--- config.mk ---
export PLATFORM = sky130hd
export DESIGN_NAME = status_summary
export DESIGN_NICKNAME = d
export VERILOG_FILES = /design/src/pkg/status_summary_pkg.sv /design/src/verilog/low_vin_tracker.sv /design/src/verilog/status_summary.sv
export SDC_FILE = /design/constraint.sdc
export NUM_CORES = 1
export LEC_CHECK = 0
export BUFFER_PORTS_ARGS = -buffer_cell sky130_fd_sc_hd__buf_2
export CAP_MARGIN = 20
export CORE_MARGIN = 2
export CORE_UTILIZATION = 25
export DETAILED_ROUTE_END_ITERATION = 12
export GPL_TIMING_DRIVEN = 0
export PLACE_DENSITY = 0.69
export RECOVER_POWER = 50
export SLEW_MARGIN = 30
export SYNTH_ARGS = -nofsm -noshare
export SYNTH_HDL_FRONTEND = slang
export SYNTH_HIERARCHICAL = 1
export SYNTH_SLANG_ARGS = --single-unit
export TNS_END_PERCENT = 10
--- constraint.sdc ---
create_clock -name clock -period 1.1 [get_ports clock]
set_input_delay 0.055 -clock clock [delete_from_list [all_inputs] [get_ports clock]]
set_output_delay 0.055 -clock clock [all_outputs]
set_load 0.03 [all_outputs]
--- src/pkg/status_summary_pkg.sv ---
// constants for the fault summary status block
package status_summary_pkg;

    // command codes answered by this block
    localparam logic [7:0] CMD_CRITICAL_SUMMARY = 8'h78;
    localparam logic [7:0] CMD_FAULT_WARN_SUMMARY = 8'h79;

    // answer lengths in bytes
    localparam logic [1:0] LEN_NONE = 2'h0;
    localparam logic [1:0] LEN_BYTE = 2'h1;
    localparam logic [1:0] LEN_WORD = 2'h2;

    // critical summary bit positions
    localparam int CRIT_OFF_BIT = 6;
    localparam int CRIT_OV_FAULT_BIT = 5;
    localparam int CRIT_OC_FAULT_BIT = 4;
    localparam int CRIT_TEMP_BIT = 2;
    localparam int CRIT_COMMS_BIT = 1;
    localparam int CRIT_MISC_BIT = 0;

    // high byte bit positions
    localparam int HI_VOUT_BIT = 7;
    localparam int HI_IOUT_BIT = 6;
    localparam int HI_INPUT_BIT = 5;
    localparam int HI_VENDOR_BIT = 4;
    localparam int HI_PNG_BIT = 3;

    // output voltage status source bits
    localparam int VOUT_OV_FAULT_BIT = 7;
    localparam int VOUT_OV_WARN_BIT = 6;
    localparam int VOUT_UV_WARN_BIT = 5;
    localparam int VOUT_UV_FAULT_BIT = 4;
    localparam int VOUT_LIMIT_BIT = 3;
    localparam int VOUT_TONMAX_BIT = 2;

    // output current status source bits
    localparam int IOUT_OC_FAULT_BIT = 7;
    localparam int IOUT_OC_WARN_BIT = 5;

    // temperature and input status source bits
    localparam int TEMP_FAULT_BIT = 7;
    localparam int TEMP_WARN_BIT = 6;
    localparam int INPUT_LOW_VIN_BIT = 3;

    // implemented bits; all others read zero
    localparam logic [7:0] VOUT_USED_MASK = 8'hfc;
    localparam logic [7:0] IOUT_USED_MASK = 8'ha0;
    localparam logic [7:0] TEMP_USED_MASK = 8'hc0;
    localparam logic [7:0] CRIT_USED_MASK = 8'h77;
    localparam logic [7:0] HI_USED_MASK = 8'hf8;

    // values after reset
    localparam logic [7:0] CRIT_RESET = 8'h01;
    localparam logic [7:0] HI_RESET = 8'h20;
    localparam logic PNG_MASK_RESET = 1'b1;
    localparam logic LOW_VIN_RESET = 1'b1;

endpackage

--- src/verilog/low_vin_tracker.sv ---
// input undervoltage flag with unlatched power-up phase
`timescale 1ns/1ps

module low_vin_tracker (
    // clock and reset
    input  wire logic clock,
    input  wire logic srst,
    // live input voltage comparisons
    input  wire logic vin_above_on,
    input  wire logic vin_below_off,
    // host clear of the latched flag
    input  wire logic clear,
    // flag and its alert request
    output logic      flag,
    output logic      alert
);

    logic armed_q;
    logic armed_d;
    logic flag_q;
    logic flag_d;
    logic alert_q;
    logic alert_d;

    always_comb begin
        armed_d = armed_q;
        flag_d  = flag_q;
        if (!armed_q) begin
            // power-up phase: unlatched, no alert, ends at first turn-on
            armed_d = vin_above_on;
            flag_d  = !vin_above_on;
        end else begin
            // set wins over a clear in the same cycle
            flag_d = vin_below_off | (flag_q & !clear);
        end
        alert_d = flag_d & armed_d;
    end

    always_ff @(posedge clock) begin
        if (srst) begin
            armed_q <= 1'b0;
            flag_q  <= status_summary_pkg::LOW_VIN_RESET;
            alert_q <= 1'b0;
        end else begin
            armed_q <= armed_d;
            flag_q  <= flag_d;
            alert_q <= alert_d;
        end
    end

    assign flag  = flag_q;
    assign alert = alert_q;

endmodule

--- src/verilog/status_summary.sv ---
// fault summary status: critical byte and fault/warning word
//
// Contract
// - read of code 78h answers one read-only critical summary byte.
// - bit 6 set whenever the converter is not enabled.
// - bit 5 mirrors overvoltage fault, output voltage status bit 7.
// - overvoltage summary bit reads 0 for a loop slave.
// - bit 4 mirrors overcurrent fault, output current status bit 7.
// - writes never clear summaries; only clearing the sources does.
// - bit 2 set while any temperature fault or warning is set.
// - bit 1 set while any communication, memory, logic fault set.
// - bit 0 set by other output voltage/current conditions, input undervoltage, bandgap overtemperature or vendor fault.
// - after reset bit 0 reads 1 since input undervoltage starts set.
// - read of 79h answers two bytes; low byte equals critical byte.
// - high bit 7 is OR of all output voltage faults and warnings, 0 for a loop slave.
// - high bit 6 is OR of overcurrent fault and warning.
// - high bit 5 set while any input status flag is present.
// - high bit 4 set on bandgap overtemperature or vendor fault.
// - high bit 3 is unlatched live power-not-good.
// - power-not-good alert mask defaults to 1.
// - unmasked power-not-good alerts only after first power good.
// - input undervoltage starts set, unlatched, later drops latched.
`timescale 1ns/1ps

module status_summary (
    // clock and reset
    input  wire logic        clock,
    input  wire logic        srst,

    // command port from the bus engine
    input  wire logic        cmd_valid,
    input  wire logic        cmd_write,
    input  wire logic [7:0]  cmd_code,

    // answer to the bus engine
    output logic             resp_valid,
    output logic             resp_hit,
    output logic [1:0]       resp_bytes,
    output logic [15:0]      resp_data,

    // detailed status sources
    input  wire logic [7:0]  output_voltage_status_reg,
    input  wire logic [7:0]  output_current_status_reg,
    input  wire logic [7:0]  input_status_other,
    input  wire logic [7:0]  temperature_status_reg,
    input  wire logic [7:0]  comms_fault_status_reg,
    input  wire logic        bandgap_overtemp_flag,
    input  wire logic        vendor_fault_condition,

    // converter state
    input  wire logic        converter_enabled,
    input  wire logic        loop_slave,
    input  wire logic        power_good,

    // input voltage monitor
    input  wire logic        vin_above_on,
    input  wire logic        vin_below_off,
    input  wire logic        low_vin_clear,

    // power-not-good alert mask configuration
    input  wire logic        png_mask_write,
    input  wire logic        png_mask_value,

    // summaries and alert requests
    output logic [7:0]       critical_fault_summary,
    output logic [15:0]      fault_warning_summary,
    output logic             low_vin_flag,
    output logic             low_vin_alert,
    output logic             png_alert
);

    ////////////////////////////////////////////////////////////////////
    // helpers

    // true for either summary command
    function automatic logic is_summary_code(input logic [7:0] code);
        is_summary_code = (code == status_summary_pkg::CMD_CRITICAL_SUMMARY)
                       || (code == status_summary_pkg::CMD_FAULT_WARN_SUMMARY);
    endfunction

    // answer length of a summary read
    function automatic logic [1:0] read_length(input logic [7:0] code);
        if (code == status_summary_pkg::CMD_FAULT_WARN_SUMMARY) begin
            read_length = status_summary_pkg::LEN_WORD;
        end else begin
            read_length = status_summary_pkg::LEN_BYTE;
        end
    endfunction

    ////////////////////////////////////////////////////////////////////
    // input undervoltage tracking

    logic lv_flag;
    logic lv_alert;

    low_vin_tracker low_vin_tracker_inst (
        .clock         (clock),
        .srst          (srst),
        .vin_above_on  (vin_above_on),
        .vin_below_off (vin_below_off),
        .clear        (low_vin_clear),
        .flag         (lv_flag),
        .alert        (lv_alert)
    );

    ////////////////////////////////////////////////////////////////////
    // source gathering

    logic [7:0] vout_src;
    logic [7:0] iout_src;
    logic [7:0] temp_src;
    logic [7:0] input_src;
    logic       vout_any;
    logic       iout_any;
    logic       temp_any;
    logic       input_any;
    logic       comms_any;
    logic       vendor_any;
    logic       misc_any;
    logic       png_live;

    always_comb begin
        // a loop slave never reports output voltage conditions
        if (loop_slave) begin
            vout_src = 8'h00;
        end else begin
            vout_src = output_voltage_status_reg
                     & status_summary_pkg::VOUT_USED_MASK;
        end
        iout_src = output_current_status_reg
                 & status_summary_pkg::IOUT_USED_MASK;
        temp_src = temperature_status_reg
                 & status_summary_pkg::TEMP_USED_MASK;

        // the undervoltage bit is owned by the local tracker
        input_src = input_status_other;
        input_src[status_summary_pkg::INPUT_LOW_VIN_BIT] = lv_flag;

        vout_any   = |vout_src;
        iout_any   = |iout_src;
        temp_any   = |temp_src;
        input_any  = |input_src;
        comms_any  = |comms_fault_status_reg;
        vendor_any = bandgap_overtemp_flag | vendor_fault_condition;

        // output, undervoltage and vendor conditions not covered by bits 1..7 of the critical byte
        misc_any = vout_src[status_summary_pkg::VOUT_UV_FAULT_BIT]
                 | vout_src[status_summary_pkg::VOUT_OV_WARN_BIT]
                 | vout_src[status_summary_pkg::VOUT_UV_WARN_BIT]
                 | vout_src[status_summary_pkg::VOUT_LIMIT_BIT]
                 | vout_src[status_summary_pkg::VOUT_TONMAX_BIT]
                 | iout_src[status_summary_pkg::IOUT_OC_WARN_BIT]
                 | lv_flag
                 | vendor_any;

        // unlatched: follows the live power good level
        png_live = !power_good;
    end

    ////////////////////////////////////////////////////////////////////
    // summary registers

    logic [7:0] crit_q;
    logic [7:0] crit_d;
    logic [7:0] hi_q;
    logic [7:0] hi_d;

    // no write path reaches these; they only follow their sources
    always_comb begin
        crit_d = 8'h00;
        crit_d[status_summary_pkg::CRIT_OFF_BIT] = !converter_enabled;
        crit_d[status_summary_pkg::CRIT_OV_FAULT_BIT] =
            vout_src[status_summary_pkg::VOUT_OV_FAULT_BIT];
        crit_d[status_summary_pkg::CRIT_OC_FAULT_BIT] =
            iout_src[status_summary_pkg::IOUT_OC_FAULT_BIT];
        crit_d[status_summary_pkg::CRIT_TEMP_BIT]  = temp_any;
        crit_d[status_summary_pkg::CRIT_COMMS_BIT] = comms_any;
        crit_d[status_summary_pkg::CRIT_MISC_BIT] = misc_any;
        crit_d = crit_d & status_summary_pkg::CRIT_USED_MASK;

        hi_d = 8'h00;
        hi_d[status_summary_pkg::HI_VOUT_BIT]   = vout_any;
        hi_d[status_summary_pkg::HI_IOUT_BIT]   = iout_any;
        hi_d[status_summary_pkg::HI_INPUT_BIT]  = input_any;
        hi_d[status_summary_pkg::HI_VENDOR_BIT] = vendor_any;
        hi_d[status_summary_pkg::HI_PNG_BIT]    = png_live;
        hi_d = hi_d & status_summary_pkg::HI_USED_MASK;
    end

    always_ff @(posedge clock) begin
        if (srst) begin
            crit_q <= status_summary_pkg::CRIT_RESET;
            hi_q   <= status_summary_pkg::HI_RESET;
        end else begin
            crit_q <= crit_d;
            hi_q   <= hi_d;
        end
    end

    ////////////////////////////////////////////////////////////////////
    // power-not-good alert gating

    logic png_mask_q;
    logic png_mask_d;
    logic pg_seen_q;
    logic pg_seen_d;
    logic png_alert_q;
    logic png_alert_d;

    always_comb begin
        png_mask_d = png_mask_q;
        if (png_mask_write) begin
            png_mask_d = png_mask_value;
        end
        // avoids holding the alert line while never commanded on
        pg_seen_d = pg_seen_q | power_good;
        png_alert_d = png_live & !png_mask_q & pg_seen_q;
    end

    always_ff @(posedge clock) begin
        if (srst) begin
            png_mask_q  <= status_summary_pkg::PNG_MASK_RESET;
            pg_seen_q   <= 1'b0;
            png_alert_q <= 1'b0;
        end else begin
            png_mask_q  <= png_mask_d;
            pg_seen_q   <= pg_seen_d;
            png_alert_q <= png_alert_d;
        end
    end

    ////////////////////////////////////////////////////////////////////
    // command answers

    logic        resp_valid_q;
    logic        resp_valid_d;
    logic        resp_hit_q;
    logic        resp_hit_d;
    logic [1:0]  resp_bytes_q;
    logic [1:0]  resp_bytes_d;
    logic [15:0] resp_data_q;
    logic [15:0] resp_data_d;

    always_comb begin
        resp_valid_d = cmd_valid;
        resp_hit_d   = 1'b0;
        resp_bytes_d = status_summary_pkg::LEN_NONE;
        resp_data_d  = 16'h0000;
        if (cmd_valid && is_summary_code(cmd_code)) begin
            resp_hit_d = 1'b1;
            if (!cmd_write) begin
                resp_bytes_d = read_length(cmd_code);
                if (cmd_code == status_summary_pkg::CMD_FAULT_WARN_SUMMARY)
                begin
                    // low byte is the critical summary itself
                    resp_data_d = {hi_q, crit_q};
                end else begin
                    resp_data_d = {8'h00, crit_q};
                end
            end
            // a write is taken but stores nothing
        end
    end

    always_ff @(posedge clock) begin
        if (srst) begin
            resp_valid_q <= 1'b0;
            resp_hit_q   <= 1'b0;
            resp_bytes_q <= status_summary_pkg::LEN_NONE;
            resp_data_q  <= 16'h0000;
        end else begin
            resp_valid_q <= resp_valid_d;
            resp_hit_q   <= resp_hit_d;
            resp_bytes_q <= resp_bytes_d;
            resp_data_q  <= resp_data_d;
        end
    end

    ////////////////////////////////////////////////////////////////////
    // outputs

    assign resp_valid             = resp_valid_q;
    assign resp_hit               = resp_hit_q;
    assign resp_bytes             = resp_bytes_q;
    assign resp_data              = resp_data_q;
    assign critical_fault_summary = crit_q;
    assign fault_warning_summary  = {hi_q, crit_q};
    assign low_vin_flag           = lv_flag;
    assign low_vin_alert          = lv_alert;
    assign png_alert              = png_alert_q;

endmodule

; Word-level counts from Yosys, hierarchy flattened
; Index checks and enable logic that the tools add are counted.
[totals]
ff_bits = 42
in_bits = 62
[op_classes]
eq_ne = 2
mux = 5
bitwise = 16
n_reduce_logical = 14
[ops]
columns = cell, count
row1 = $reduce_or 8->1, 3
row2 = $eq 8x7->1 const B, 2
row3 = $or 1x1->1, 10
row4 = $mux 8, 1
row5 = $logic_not 1->1, 5
row6 = $and 1x1->1, 4
row7 = $reduce_or 2->1, 2
row8 = $reduce_or 4->1, 1
row9 = $mux 1, 3
row10 = $reduce_or 3->1, 1
row11 = $mux 2, 1
row12 = $not 1->1, 2
row13 = $logic_and 1x1->1, 1
row14 = $logic_or 1x1->1, 1

; Logic depth before layout (Yosys ltp)
; Gate-level depths: netlist of run 1.
[logic_depth]
ltp_word = 8
mapped_depth = 4
depth_no_buf = 4

; Modules after synthesis
; Netlist of run 1, hierarchy kept.
[by_module_without_submodules]
columns = mod, instances, cells_per_inst, area_each_um2, seq_area_each_um2
row1 = status_summary, 1, 97, 1028.5, 580.6
row2 = low_vin_tracker, 1, 12, 116.4, 60.1

; Worst setup path after synthesis of run 1
; Ideal clock, no wire load.
[synth_timing]
kind = input to register
from = input output_voltage_status_reg[6]
to = register hi_q[7]
t_arrival_ns = 0.768
required_ns = 0.970
setup_slack_ns = 0.202
stages = 3
n_path_buf = 0
cell_sequence = or4_1 -> nor3_1 -> nor3_1
[synth_via]
elab_chain_len = 2
[synth_rtl]
columns = item, line_no
row1 = from (decl), status_summary.sv:42  ; input wire logic [7:0] output_voltage_status_reg,
row2 = $mux 8, status_summary.sv:124  ; if (loop_slave) begin
row3 = $reduce_or 8->1, status_summary.sv:139  ; vout_any = |vout_src;
row4 = to (signal assigned), status_summary.sv:193  ; hi_q <= status_summary_pkg::HI_RESET;
row5 = to (signal assigned), status_summary.sv:196  ; hi_q <= hi_d;
row6 = to (decl), status_summary.sv:165  ; logic [7:0] hi_q;
; Every way passes these cells.
; A chain may end at the register's enable or synchronous reset.

; Final worst setup path of run 1
[layout_timing]
from = input cmd_code[0]
to = register resp_data_q[13] (netlist: resp_data[13])
[layout_via]
elab_chain_len = 5
word_cells_on_any_way = 7
cone_classes = eq/ne: 2 / bitwise: 2 / reduce/logical: 3
[layout_rtl]
columns = item, line_no
row1 = from (decl), status_summary.sv:33  ; input wire logic [7:0] cmd_code,
row2 = $eq 8x7->1 (on tied branches), "status_summary.sv:77, status_summary.sv:78, status_summary.sv:253"
row3 = $logic_or 1x1->1, status_summary.sv:78  ; || (code == status_summary_pkg::CMD_FAULT_WARN_SUMMARY);
row4 = $logic_and 1x1->1, status_summary.sv:249  ; if (cmd_valid && is_summary_code(cmd_code)) begin
row5 = $not 1->1 (no line), -
row6 = $reduce_or 4->1 (no line) *, -
row7 = to (signal assigned), status_summary.sv:275  ; resp_data_q <= resp_data_d;
row8 = to (decl), status_summary.sv:241  ; logic [15:0] resp_data_q;
; Mark *: on every way between the ends. The rest lies on a longest branch, timed or not.

==> results of run 1 <==
state kept, by name, indices dropped and copies added, names as in the netlist:
register / count
low_vin_tracker_inst/armed_q: 1
pg_seen_q: 1
low_vin_tracker_inst/flag: 1
resp_valid: 1
png_mask_q: 1
hi_q: 5
resp_bytes: 2
critical_fault_summary: 6
resp_data: 11
png_alert: 1
low_vin_tracker_inst/alert: 1
resp_hit: 1
logic make-up (layout without fill, tap and decap cells):
| logic type | count (synthesis) | count (layout) | share of synthesized area |
|---|---|---|---|
| AND/OR/NAND/NOR | 48 | 48 | 0.271 |
| AO/OA/AOI/OAI | 5 | 5 | 0.0306 |
| buffers and inverters | 23 | 129 | 0.136 |
| flip-flops | 32 | 32 | 0.560 |
| other | 1 | 12 | 0.00328 |
worst paths after layout:
check | startpoint | end | slack, ps | cells past startpoint
worst min-delay path | bandgap_overtemp_flag | hi_q[4]$_SDFF_PP0_ | 20 | 3
worst max register to register | low_vin_tracker_inst/flag$_SDFF_PP1_ | critical_fault_summary[0]$_SDFF_PP1_ | 290 | 2
worst max-delay path | cmd_code[0] | resp_data[13]$_SDFF_PP0_ | 120 | 4
worst min register to register | png_mask_q$_SDFFE_PP1P_ | png_alert$_SDFF_PP0_ | 440 | 1
cell usage after synthesis:
cell type | number | area, um2
or4_1 | 1 | 7.51
nand2b_1 | 1 | 6.26
buf_4 | 18 | 135
a41oi_1 | 1 | 8.76
nor2b_1 | 3 | 18.8
nand3_1 | 1 | 5.00
o211ai_1 | 1 | 7.51
nor2b_2 | 1 | 8.76
nor4b_4 | 1 | 23.8
nand3_4 | 1 | 17.5
inv_1 | 2 | 7.51
nand2b_4 | 1 | 13.8
and3_1 | 6 | 37.5
nor4b_1 | 1 | 8.76
nor3_1 | 5 | 25.0
clkinv_2 | 1 | 5.00
a21oi_1 | 2 | 10.0
a211o_1 | 1 | 8.76
conb_1 | 1 | 3.75
nor2_1 | 14 | 52.6
buf_1 | 1 | 3.75
clkbuf_1 | 1 | 3.75
nor3b_1 | 8 | 60.1
and2_1 | 1 | 6.26
dfxtp_1 | 32 | 641
nor4_1 | 3 | 18.8
metrics by stage:
step | instances | setup slack (ps) | hold slack, ps
after global placement | 252 | 41.9 | 219
after global routing | 278 | 45.9 | 25.8
after CTS | 278 | 86.4 | 4.94
after floorplan | 120 | 202 | 127
after detailed placement | 252 | 38.2 | 222
final | 278 | 125 | 16.1
critical path: stages:
cell           delay [ps]
dlygate4sd3_1         510
buf_2                 100
nor2b_1               310
and3_1                210
cells in the final DEF (no fill, tap or decap), types with 2 or more instances in the layout:
cell type	count
and3_1	6
buf_2	64
inv_1	2
clkbuf_8	6
buf_4	18
a21oi_1	2
dfxtp_1	32
nor4_1	3
dlygate4sd3_1	18
nor2_1	14
clkinv_2	3
nor3b_1	8
nand3_1	2
nor2b_1	4
conb_1	12
nor3_1	5
clkbuf_1	17
timing repair:
item / CTS / global route
endpoints found under the hold margin: 12 / 0
resized for setup: 0 / 0
hold buffers: 18 / 0
endpoints found under the setup margin: 0 / 0
cell type report:
class	instances	area, um2
Buffer	20	143
Sequential cell	32	641
Timing Repair Buffer	98	561
Multi-Input combinational cell	65	370
Fill cell	435	2500
Clock inverter	2	10.0
Clock buffer	6	82.6
Tap cell	52	65.1
Inverter	3	12.5
routing by layer:
| layer | global-route usage | part of all wire | vias up | routed length (um) |
|---|---|---|---|---|
| li1 | - | - | 566 | - |
| met1 | 0.0978 | 0.37 | 472 | 1060 |
| met2 | 0.210 | 0.50 | 60 | 1430 |
| met3 | 0.0478 | 0.11 | 8 | 324 |
| met4 | 0.0503 | 0.021 | 0 | 59 |
| met5 | 0 | 0 | - | 0 |
power by group through the flow:
stage	registers [uW]	logic [uW]	clock network (uW)
after floorplan	1290	180	0
after global placement	1240	365	0
after detailed placement	1240	368	0
after CTS	1210	418	950
after global routing	1220	438	997
final	1210	409	906
==> metrics.md, run 1 <==
| Metric | Value |
|---|---|
| Status | complete, no violations |
| VDD IR-drop max | 0.442 mV |
| WS Path Type | primary input to flip-flop |
| Clock transition at path regs | 60 ps |
| DP HPWL | 2090 um |
| Critical path data required time | 1320 ps |
| DRC viols | 0 |
| Rows | 24 |
| Setup Buffers After CTS | 0 |
| #FFs+latches synth | 32 |
| CTS tree | done |
| Clock network power share | 0.359 |
| Final Hold Viols | 0 |
| Layout cells sized above 1 | 0.412 |
| Initial antenna violation count | 0 |
| Fin crit period | 975 ps |
| Seq pwr share | 0.480 |
| PnR Total Power | 2530 uW |
| Max FO, Critical Path | 6 |
| I/O pin count | 109 |
| Setup-failing EPs final | 0 |
| Crit end category | flip-flop |
| Final #Nets | 287 |
| Final max-slew violation count | 0 |
| Routed vias/inst | 3.98 |
| Starting Density | 0.261 |
| RSZ-0062 raised after global routing | no |
| Largest net degree at the start of global routing | 11 |
| Routed Antenna Nets | 0 |
| DIE HEIGHT | 71.7 um |
| Seq/Total Area, Yosys | 0.560 |
| Syn-to-layout area delta | 64.6% |
| Cell count after synthesis | 109 |
| Via count | 1106 |
| Core area | 0.00438 mm2 |
| Yosys cell types | 26 |
| DRT iter0 DRCs | 23 |
| Die Wd | 71.7 um |
| Final worst-path cycle share | 0.886 |
| Fmax | 1030 MHz |
| Vias in the first global route | 992 |
| Final wirelength | 2870 um |
| ANT cells | 0 |
| Final core occ | 0.430 |
| Global-route usage over all layers | 0.110 |
| Total of max-cap violations | 0 |
| CP Launch Type | primary input |
| H-tree depth | 2 |
| P_sw | 646 uW |
| Worst Clk Skew | 1.04 ps |
| Fin area | 0.00188 mm2 |
| P_leak | 0.000938 uW |
| Pint | 1880 uW |
| Pwr/cell area | 1340 mW/mm2 |
| Logic pwr share | 0.162 |
| Dpl cell area | 0.00165 mm2 |
| Sink Count | 32 |
| CTS buffer count | 5 |
| Switching part of the total | 0.256 |
| Final RePlAce weighted congestion | 0.676 |
| Avg WL per Cell | 10.3 um |
| Buffer depth of the longest clock path | 2 |
| Port bufs | 80 |
| Cell area after synthesis | 0.00114 mm2 |
| Total grt overflow | 0 |
| DIE AREA | 0.00514 mm2 |
| CTS root buf | clkbuf_8 |
| Pre-antenna DRT Iters | 4 |
| Mean post-synth cell area | 10.5 um2 |
| Clk_lat worst skew | 270 ps |
| Hold Crit Class | primary input to flip-flop |
| Setup_tns | 0 ps |
| YS warnings | 6 |
| First-pass GRT wire length | 4220 um |
| Critical path arrival | 1190 ps |
Note: power is estimated with default switching activity, not from simulation.
==> inputs of run 2 (changes only) <==
- ABC_AREA: unset -> 1
- GPL_ROUTABILITY_DRIVEN: unset -> 0
- PLACE_DENSITY: 0.69 -> 0.68
==> run 2 against run 1 <==
  * Critical path depth shrank 2
  * Sequential share of layout area shrank 0.86 points
  * Area after synthesis grew 4.7%
  * Maximum frequency is essentially flat
  * Setup slack lost 0.63 ps
  * Highest routed layer unchanged
  * Largest cell class unchanged
  * Critical path type is now flip-flop to output pin
==> metrics.md, run 2 <==
| Metric | Value |
|---|---|
| Seq. cell area | 641 um2 (unchanged) |
| Leading cell type in the layout, fill and taps excluded | buf_2 |
| Worst hold stages | 3 (unchanged) |
| Final worst-path cycle share | 0.887 (about the same) |
| CTS tree | done |
| RSZ-0062 raised after global routing | no |
| Max FO, Critical Path | 3 (-3) |
| I/O pin count | 109 (unchanged) |
| Via count | 1166 (+5.4%) |
| Fillers | 487 (+12%) |
| Mean post-synth cell area | 8.56 um2 (-18%) |
| Syn-to-layout area delta | 61.3% |
| Top cells by area, synth | dfxtp_1 (53%), buf_4 (11%), nor2_1 (9.7%) |
| Async SR Flop Fraction | 0 (unchanged) |
| Clk_lat worst skew | 270 ps (about the same) |
| Setup Buffers After CTS | 0 (unchanged) |
| Layout cells sized above 1 | 0.402 (-0.00916) |
| Clock transition at path regs | 60 ps (about the same) |
| Post-synth EDFFs | 0 (unchanged) |
| RR Endpoint | critical_fault_summary[0]$_SDFF_PP1_ |
| Count leader, synth | dfxtp_1 |
| Final wirelength | 2720 um (-5.3%) |
| Core area | 0.00466 mm2 (+6.3%) |
| Critical path arrival | 920 ps (-270 ps) |
| Pre-antenna DRT Iters | 4 (unchanged) |
| Sink Count | 32 (unchanged) |
| Fmax | 1020 MHz (about the same) |
| Multi-input gate area | 350 um2 (-5.4%) |
| Hold Crit Class | primary input to flip-flop |
| DIE HEIGHT | 73.2 um (+2.2%) |
| Starting Density | 0.257 (-0.00395) |
| Routed vias/inst | 3.76 (-5.5%) |
| Buffer depth of the longest clock path | 2 (unchanged) |
| Yosys cell types | 19 (-27%) |
| Worst Setup EP | fault_warning_summary[0] |
| Worst Clk Skew | 2.74 ps (+1.70 ps) |
| FF-to-FF path depth | 3 (+1) |
| Avg WL per Cell | 8.77 um (-15%) |
| Setup_tns | 0 ps (unchanged) |
| H-tree depth | 2 (unchanged) |
| CTS buffer count | 5 (unchanged) |
| Die Wd | 73.2 um (+2.2%) |
| First-pass GRT wire length | 4020 um (-4.7%) |
| Yosys top cell by area | dfxtp_1 |
| Status | complete, no violations |
| Commonest non-fill, non-tap cells in the layout | buf_2 (68), nor2_1 (32), dfxtp_1 (32), inv_1 (25), buf_4 (18) |
| CTS root buf | clkbuf_8 |
| P_leak | 0.00108 uW (+15%) |
| Total of max-cap violations | 0 (unchanged) |
| Initial antenna violation count | 0 (unchanged) |
| Final max-slew violation count | 0 (unchanged) |
| Setup-failing EPs final | 0 (unchanged) |
| Port bufs | 81 (+1.3%) |
| Total grt overflow | 0 (unchanged) |
| Reg-to-reg slack, setup | 200 ps (-90 ps) |
| YS warnings | 6 (unchanged) |
| Hold WS | 18.3 ps (+2.21 ps) |
| Cell count after synthesis | 140 (+28%) |
| Routed Antenna Nets | 0 (unchanged) |
| Ys flop type | dfxtp_1 |
| Max reg flops | 11 (unchanged) |
| Vias in the first global route | 1008 (+1.6%) |
| Critical R2R Launch | low_vin_tracker_inst/flag$_SDFF_PP1_ |
| Final Hold Viols | 0 (unchanged) |
| Hold path start | vin_above_on |
| DIE AREA | 0.00536 mm2 (+4.4%) |
| CP Launch Type | flip-flop |
| Cell area after synthesis | 0.00120 mm2 (+4.7%) |
| Crit path from | critical_fault_summary[0]$_SDFF_PP1_ |
| DP HPWL | 2110 um (+0.67%) |
| Final #Nets | 317 (+10%) |
| #FFs+latches synth | 32 (unchanged) |
| VDD IR-drop max | 0.395 mV (-11%) |
| Fin crit period | 976 ps (+0.632 ps) |
| Global-route usage over all layers | 0.101 (-0.00915) |
| DRC viols | 0 (unchanged) |
| Critical path data required time | 1040 ps (-280 ps) |
| WS Path Type | flip-flop to output pin |
| ANT cells | 0 (unchanged) |
| Rows | 25 (+4.2%) |
| Seq/Total Area, Yosys | 0.534 (-0.0251) |
| Pwr/cell area | 1310 mW/mm2 (-2.4%) |
| Synth cell count leaders | dfxtp_1 (32), nor2_1 (31), inv_1 (25) |
| Synth top area share | 0.534 (-0.0251) |
| DRT iter0 DRCs | 34 (+48%) |
| Largest net degree at the start of global routing | 11 (unchanged) |
| Crit end category | output pin |
run 2: repair_timing:
action                    in CTS  in global routing
hold buffers                  16                  0
resized for setup              0                  0
hold endpoints to repair       9                  0
run 2: layer usage:
metal | global-route usage | vias to the layer above | part of all wire
met5 | 0 | - | 0
met4 | 0.0494 | 0 | 0.018
met3 | 0.0414 | 5 | 0.10
met2 | 0.177 | 63 | 0.48
met1 | 0.102 | 488 | 0.40
li1 | - | 610 | -
run 2: stage by stage:
| stage | power [uW] | setup slack (ps) | utilization | std cells | area, um2 |
|---|---|---|---|---|---|
| 2_1_floorplan | 1490 | 109 | - | 151 | 1240 |
| 3_3_place_gp | 1620 | 156 | 0.368 | 286 | 1710 |
| 3_5_place_dp | 1620 | 171 | 0.368 | 286 | 1710 |
| 4_1_cts | 2580 | 86.3 | 0.422 | 310 | 1970 |
| 5_1_grt | 2650 | 28.2 | 0.415 | 310 | 1930 |
| 6_report | 2530 | 124 | 0.415 | 310 | 1930 |
run 2: cell type report:
type,count,area share
Multi-Input combinational cell,75,0.181
Buffer,19,0.0718
Tap cell,54,0.0350
Clock buffer,6,0.0427
Inverter,25,0.0485
Timing Repair Buffer,97,0.284
Sequential cell,32,0.331
Clock inverter,2,0.00518
run 2: worst min-delay path by stage:
stage	end	slack (ps)
after floorplan	low_vin_tracker_inst/alert$_SDFF_PP0_	120
after global placement	critical_fault_summary[6]$_SDFF_PP0_	220
after detailed placement	critical_fault_summary[6]$_SDFF_PP0_	220
after CTS	low_vin_tracker_inst/alert$_SDFF_PP0_	9
after global routing	low_vin_tracker_inst/armed_q$_SDFF_PP0_	30
final	low_vin_tracker_inst/armed_q$_SDFF_PP0_	20
run 2: critical path, stage by stage, from the launching register on:
cell and delay [ps]:
dfxtp_1 360, buf_4 110, buf_2 180
run 2: report_power, final:
group          internal (uW)  switching, uW  leakage [uW]
Clock                    498            398     0.0000510
Combinational            189            232      0.000768
Sequential              1190           17.8      0.000262
Total                   1880            648       0.00108
run 2: cells by family (layout without fill, tap and decap cells):
logic type | after synthesis | in the layout | share of synthesized area
buf+inv | 44 | 149 | 0.200
flops | 32 | 32 | 0.534
simple gates | 61 | 61 | 0.254
other cells | 1 | 12 | 0.00313
compound gates | 2 | 2 | 0.00834
==> inputs of run 3 (changes only) <==
==> constraint.sdc (replaced) <==
create_clock -name clock -period 1.1 [get_ports clock]
set_input_delay 0.22 -clock clock [delete_from_list [all_inputs] [get_ports clock]]
set_output_delay 0.22 -clock clock [all_outputs]
set_load 0.03 [all_outputs]
==> run 3 against run 2 <==
  * Routed wire length down 6.9%
  * Via count decreased by 5.6%
  * Maximum frequency is 8.9% lower
  * Largest cell class is now registers
  * Largest power group unchanged
  * Highest routed layer unchanged
==> metrics.md, run 3 (synthesis gave the netlist of run 2 again) <==
| Metric | Value |
|---|---|
| DP HPWL | 2110 um (unchanged) |
| First-pass GRT wire length | 3780 um (-5.8%) |
| CTS buffer count | 5 (unchanged) |
| Placed Cells | 286 (unchanged) |
| Multi-input gate area | 344 um2 (-1.8%) |
| Routed vias/inst | 3.74 (-0.44%) |
| RSZ-0062 raised after global routing | no |
| Starting Density | 0.257 (unchanged) |
| M3 GR Usage | 0.0428 (+0.00138) |
| DIE AREA | 0.00536 mm2 (unchanged) |
| Clk_lat worst skew | 270 ps (about the same) |
| Pre-antenna DRT Iters | 4 (unchanged) |
| H-tree depth | 2 (unchanged) |
| CTS tree | done |
| Worst slack, placed | 5.50 ps (-165 ps) |
| Final wirelength | 2530 um (-6.9%) |
| DRC viols | 0 (unchanged) |
| Post-route insts no fill | 294 (-5.2%) |
| Rows | 25 (unchanged) |
| Commonest non-fill, non-tap cells in the layout | buf_2 (75), nor2_1 (32), dfxtp_1 (26), inv_1 (25), buf_4 (18) |
| Port bufs | 81 (unchanged) |
| Final Hold Viols | 0 (unchanged) |
| Largest net degree at the start of global routing | 11 (unchanged) |
| Hold_buf cts | 0 (-16) |
| Avg WL per Cell | 8.61 um (-1.9%) |
| Seq. cell area | 648 um2 (+1.2%) |
| Die Wd | 73.2 um (unchanged) |
| Via count | 1101 (-5.6%) |
| VDD IR-drop max | 0.396 mV (+0.23%) |
| DIE HEIGHT | 73.2 um (unchanged) |
| Total of max-cap violations | 0 (unchanged) |
| P_leak | 0.00107 uW (-0.95%) |
| Crit end category | output pin |
| Layout cells sized above 1 | 0.504 (+0.102) |
| Final worst slack | 28.7 ps (-95.5 ps) |
| Final worst-path cycle share | 0.974 (+0.0868) |
| CTS root buf | clkbuf_8 |
| Total grt overflow | 0 (unchanged) |
| Critical R2R Launch | low_vin_tracker_inst/flag$_SDFF_PP1_ |
| Buffer depth of the longest clock path | 2 (unchanged) |
| CP Launch Type | flip-flop |
| I/O pin count | 109 (unchanged) |
| RR Endpoint | critical_fault_summary[0]$_SDFF_PP1_ |
| WS Path Type | flip-flop to output pin |
| PostCTS Resize Cnt | 17 (+17) |
| Final max-slew violation count | 0 (unchanged) |
| Critical path arrival | 850 ps (-70 ps) |
| Setup-failing EPs final | 0 (unchanged) |
| Max FO, Critical Path | 3 (unchanged) |
| Hold Crit Class | primary input to flip-flop |
| Hold path start | converter_enabled |
| Worst hold stages | 2 (-1) |
| Clock transition at path regs | 60 ps (about the same) |
| Final #Nets | 301 (-5.0%) |
| Fmax | 933 MHz (-8.9%) |
| ANT cells | 0 (unchanged) |
| Status | complete, no violations |
| Max reg flops | 11 (unchanged) |
| M2 GR Usage | 0.158 (-0.0190) |
| M1 GR Usage | 0.0993 (-0.00255) |
| Setup Buffers After CTS | 0 (unchanged) |
| GRT Max-Usage Layer | met2 |
| Fillers | 486 (-0.21%) |
| Fin crit period | 1070 ps (+95.5 ps) |
| Critical path data required time | 880 ps (-160 ps) |
| Sink Count | 32 (unchanged) |
| Routed Antenna Nets | 0 (unchanged) |
| FF-to-FF path depth | 3 (unchanged) |
| Leading cell type in the layout, fill and taps excluded | buf_2 |
| Initial antenna violation count | 0 (unchanged) |
| Hold Path End | critical_fault_summary[6]$_SDFF_PP0_ |
| Worst Clk Skew | 2.89 ps (+0.150 ps) |
| Syn-to-layout area delta | 52.5% |
| Reg-to-reg slack, setup | 200 ps (about the same) |
| Vias in the first global route | 921 (-8.6%) |
| Global-route usage over all layers | 0.0947 (-0.00602) |
| Core area | 0.00466 mm2 (unchanged) |
| Pwr/cell area | 1370 mW/mm2 (+4.5%) |
| DRT iter0 DRCs | 32 (-5.9%) |
run 3: cell types whose count changed in the layout (fill, tap and decap cells not counted), sizes merged:
cell	previous run	this run
dlygate4sd3	16	0
buf	86	99
clkbuf	20	7
run 3: metal layers:
| metal | vias to the layer above | wire [um] |
|---|---|---|
| li1 | 578 | - |
| met1 | 455 | 1010 |
| met2 | 63 | 1200 |
| met3 | 5 | 266 |
| met4 | 0 | 48 |
| met5 | - | 0 |
run 3: power breakdown:
group	total, uW	leakage, uW	switching (uW)	internal (uW)
sequential	1210	0.000263	18.0	1200
clock	895	0.0000510	397	498
combinational	391	0.000757	225	166
total	2500	0.00107	639	1860
run 3: stage by stage:
| step | util | instance area [um2] | total power, uW | TNS, ps | hold slack, ps |
|---|---|---|---|---|---|
| after floorplan | - | 1240 | 1490 | 0 | 287 |
| after global placement | 0.368 | 1710 | 1620 | -8.65 | 383 |
| after detailed placement | 0.368 | 1710 | 1620 | 0 | 383 |
| after CTS | 0.397 | 1850 | 2550 | 0 | 76.0 |
| after global routing | 0.392 | 1830 | 2620 | 0 | 97.5 |
| final | 0.392 | 1830 | 2500 | 0 | 84.7 |
run 3: final cells by class:
cell class / instances / area share
inverter: 25 / 0.0513
clock inverter: 2 / 0.00548
buffer: 19 / 0.0760
multi-input combinational: 75 / 0.188
timing repair buffer: 81 / 0.242
tap: 54 / 0.0370
clock buffer: 6 / 0.0452
sequential: 32 / 0.355
run 3: worst max path at each step:
stage	start	to	slack (ps)	cells after the start
finish	critical_fault_summary[0]$_SDFF_PP1_	fault_warning_summary[0]	30	2
global route	critical_fault_summary[0]$_SDFF_PP1_	fault_warning_summary[0]	0.4	2
CTS	critical_fault_summary[1]$_SDFF_PP0_	fault_warning_summary[1]	10	2
detailed placement	srst	critical_fault_summary[0]$_SDFF_PP1_	6	5
global placement	srst	critical_fault_summary[0]$_SDFF_PP1_	-9	5
floorplan	low_vin_tracker_inst/flag$_SDFF_PP1_	critical_fault_summary[0]$_SDFF_PP1_	110	3
run 3: worst max-delay path, cell delays in order, from the launching register on:
cell,delay (ps)
dfxtp_2,330
buf_4,130
buf_6,130
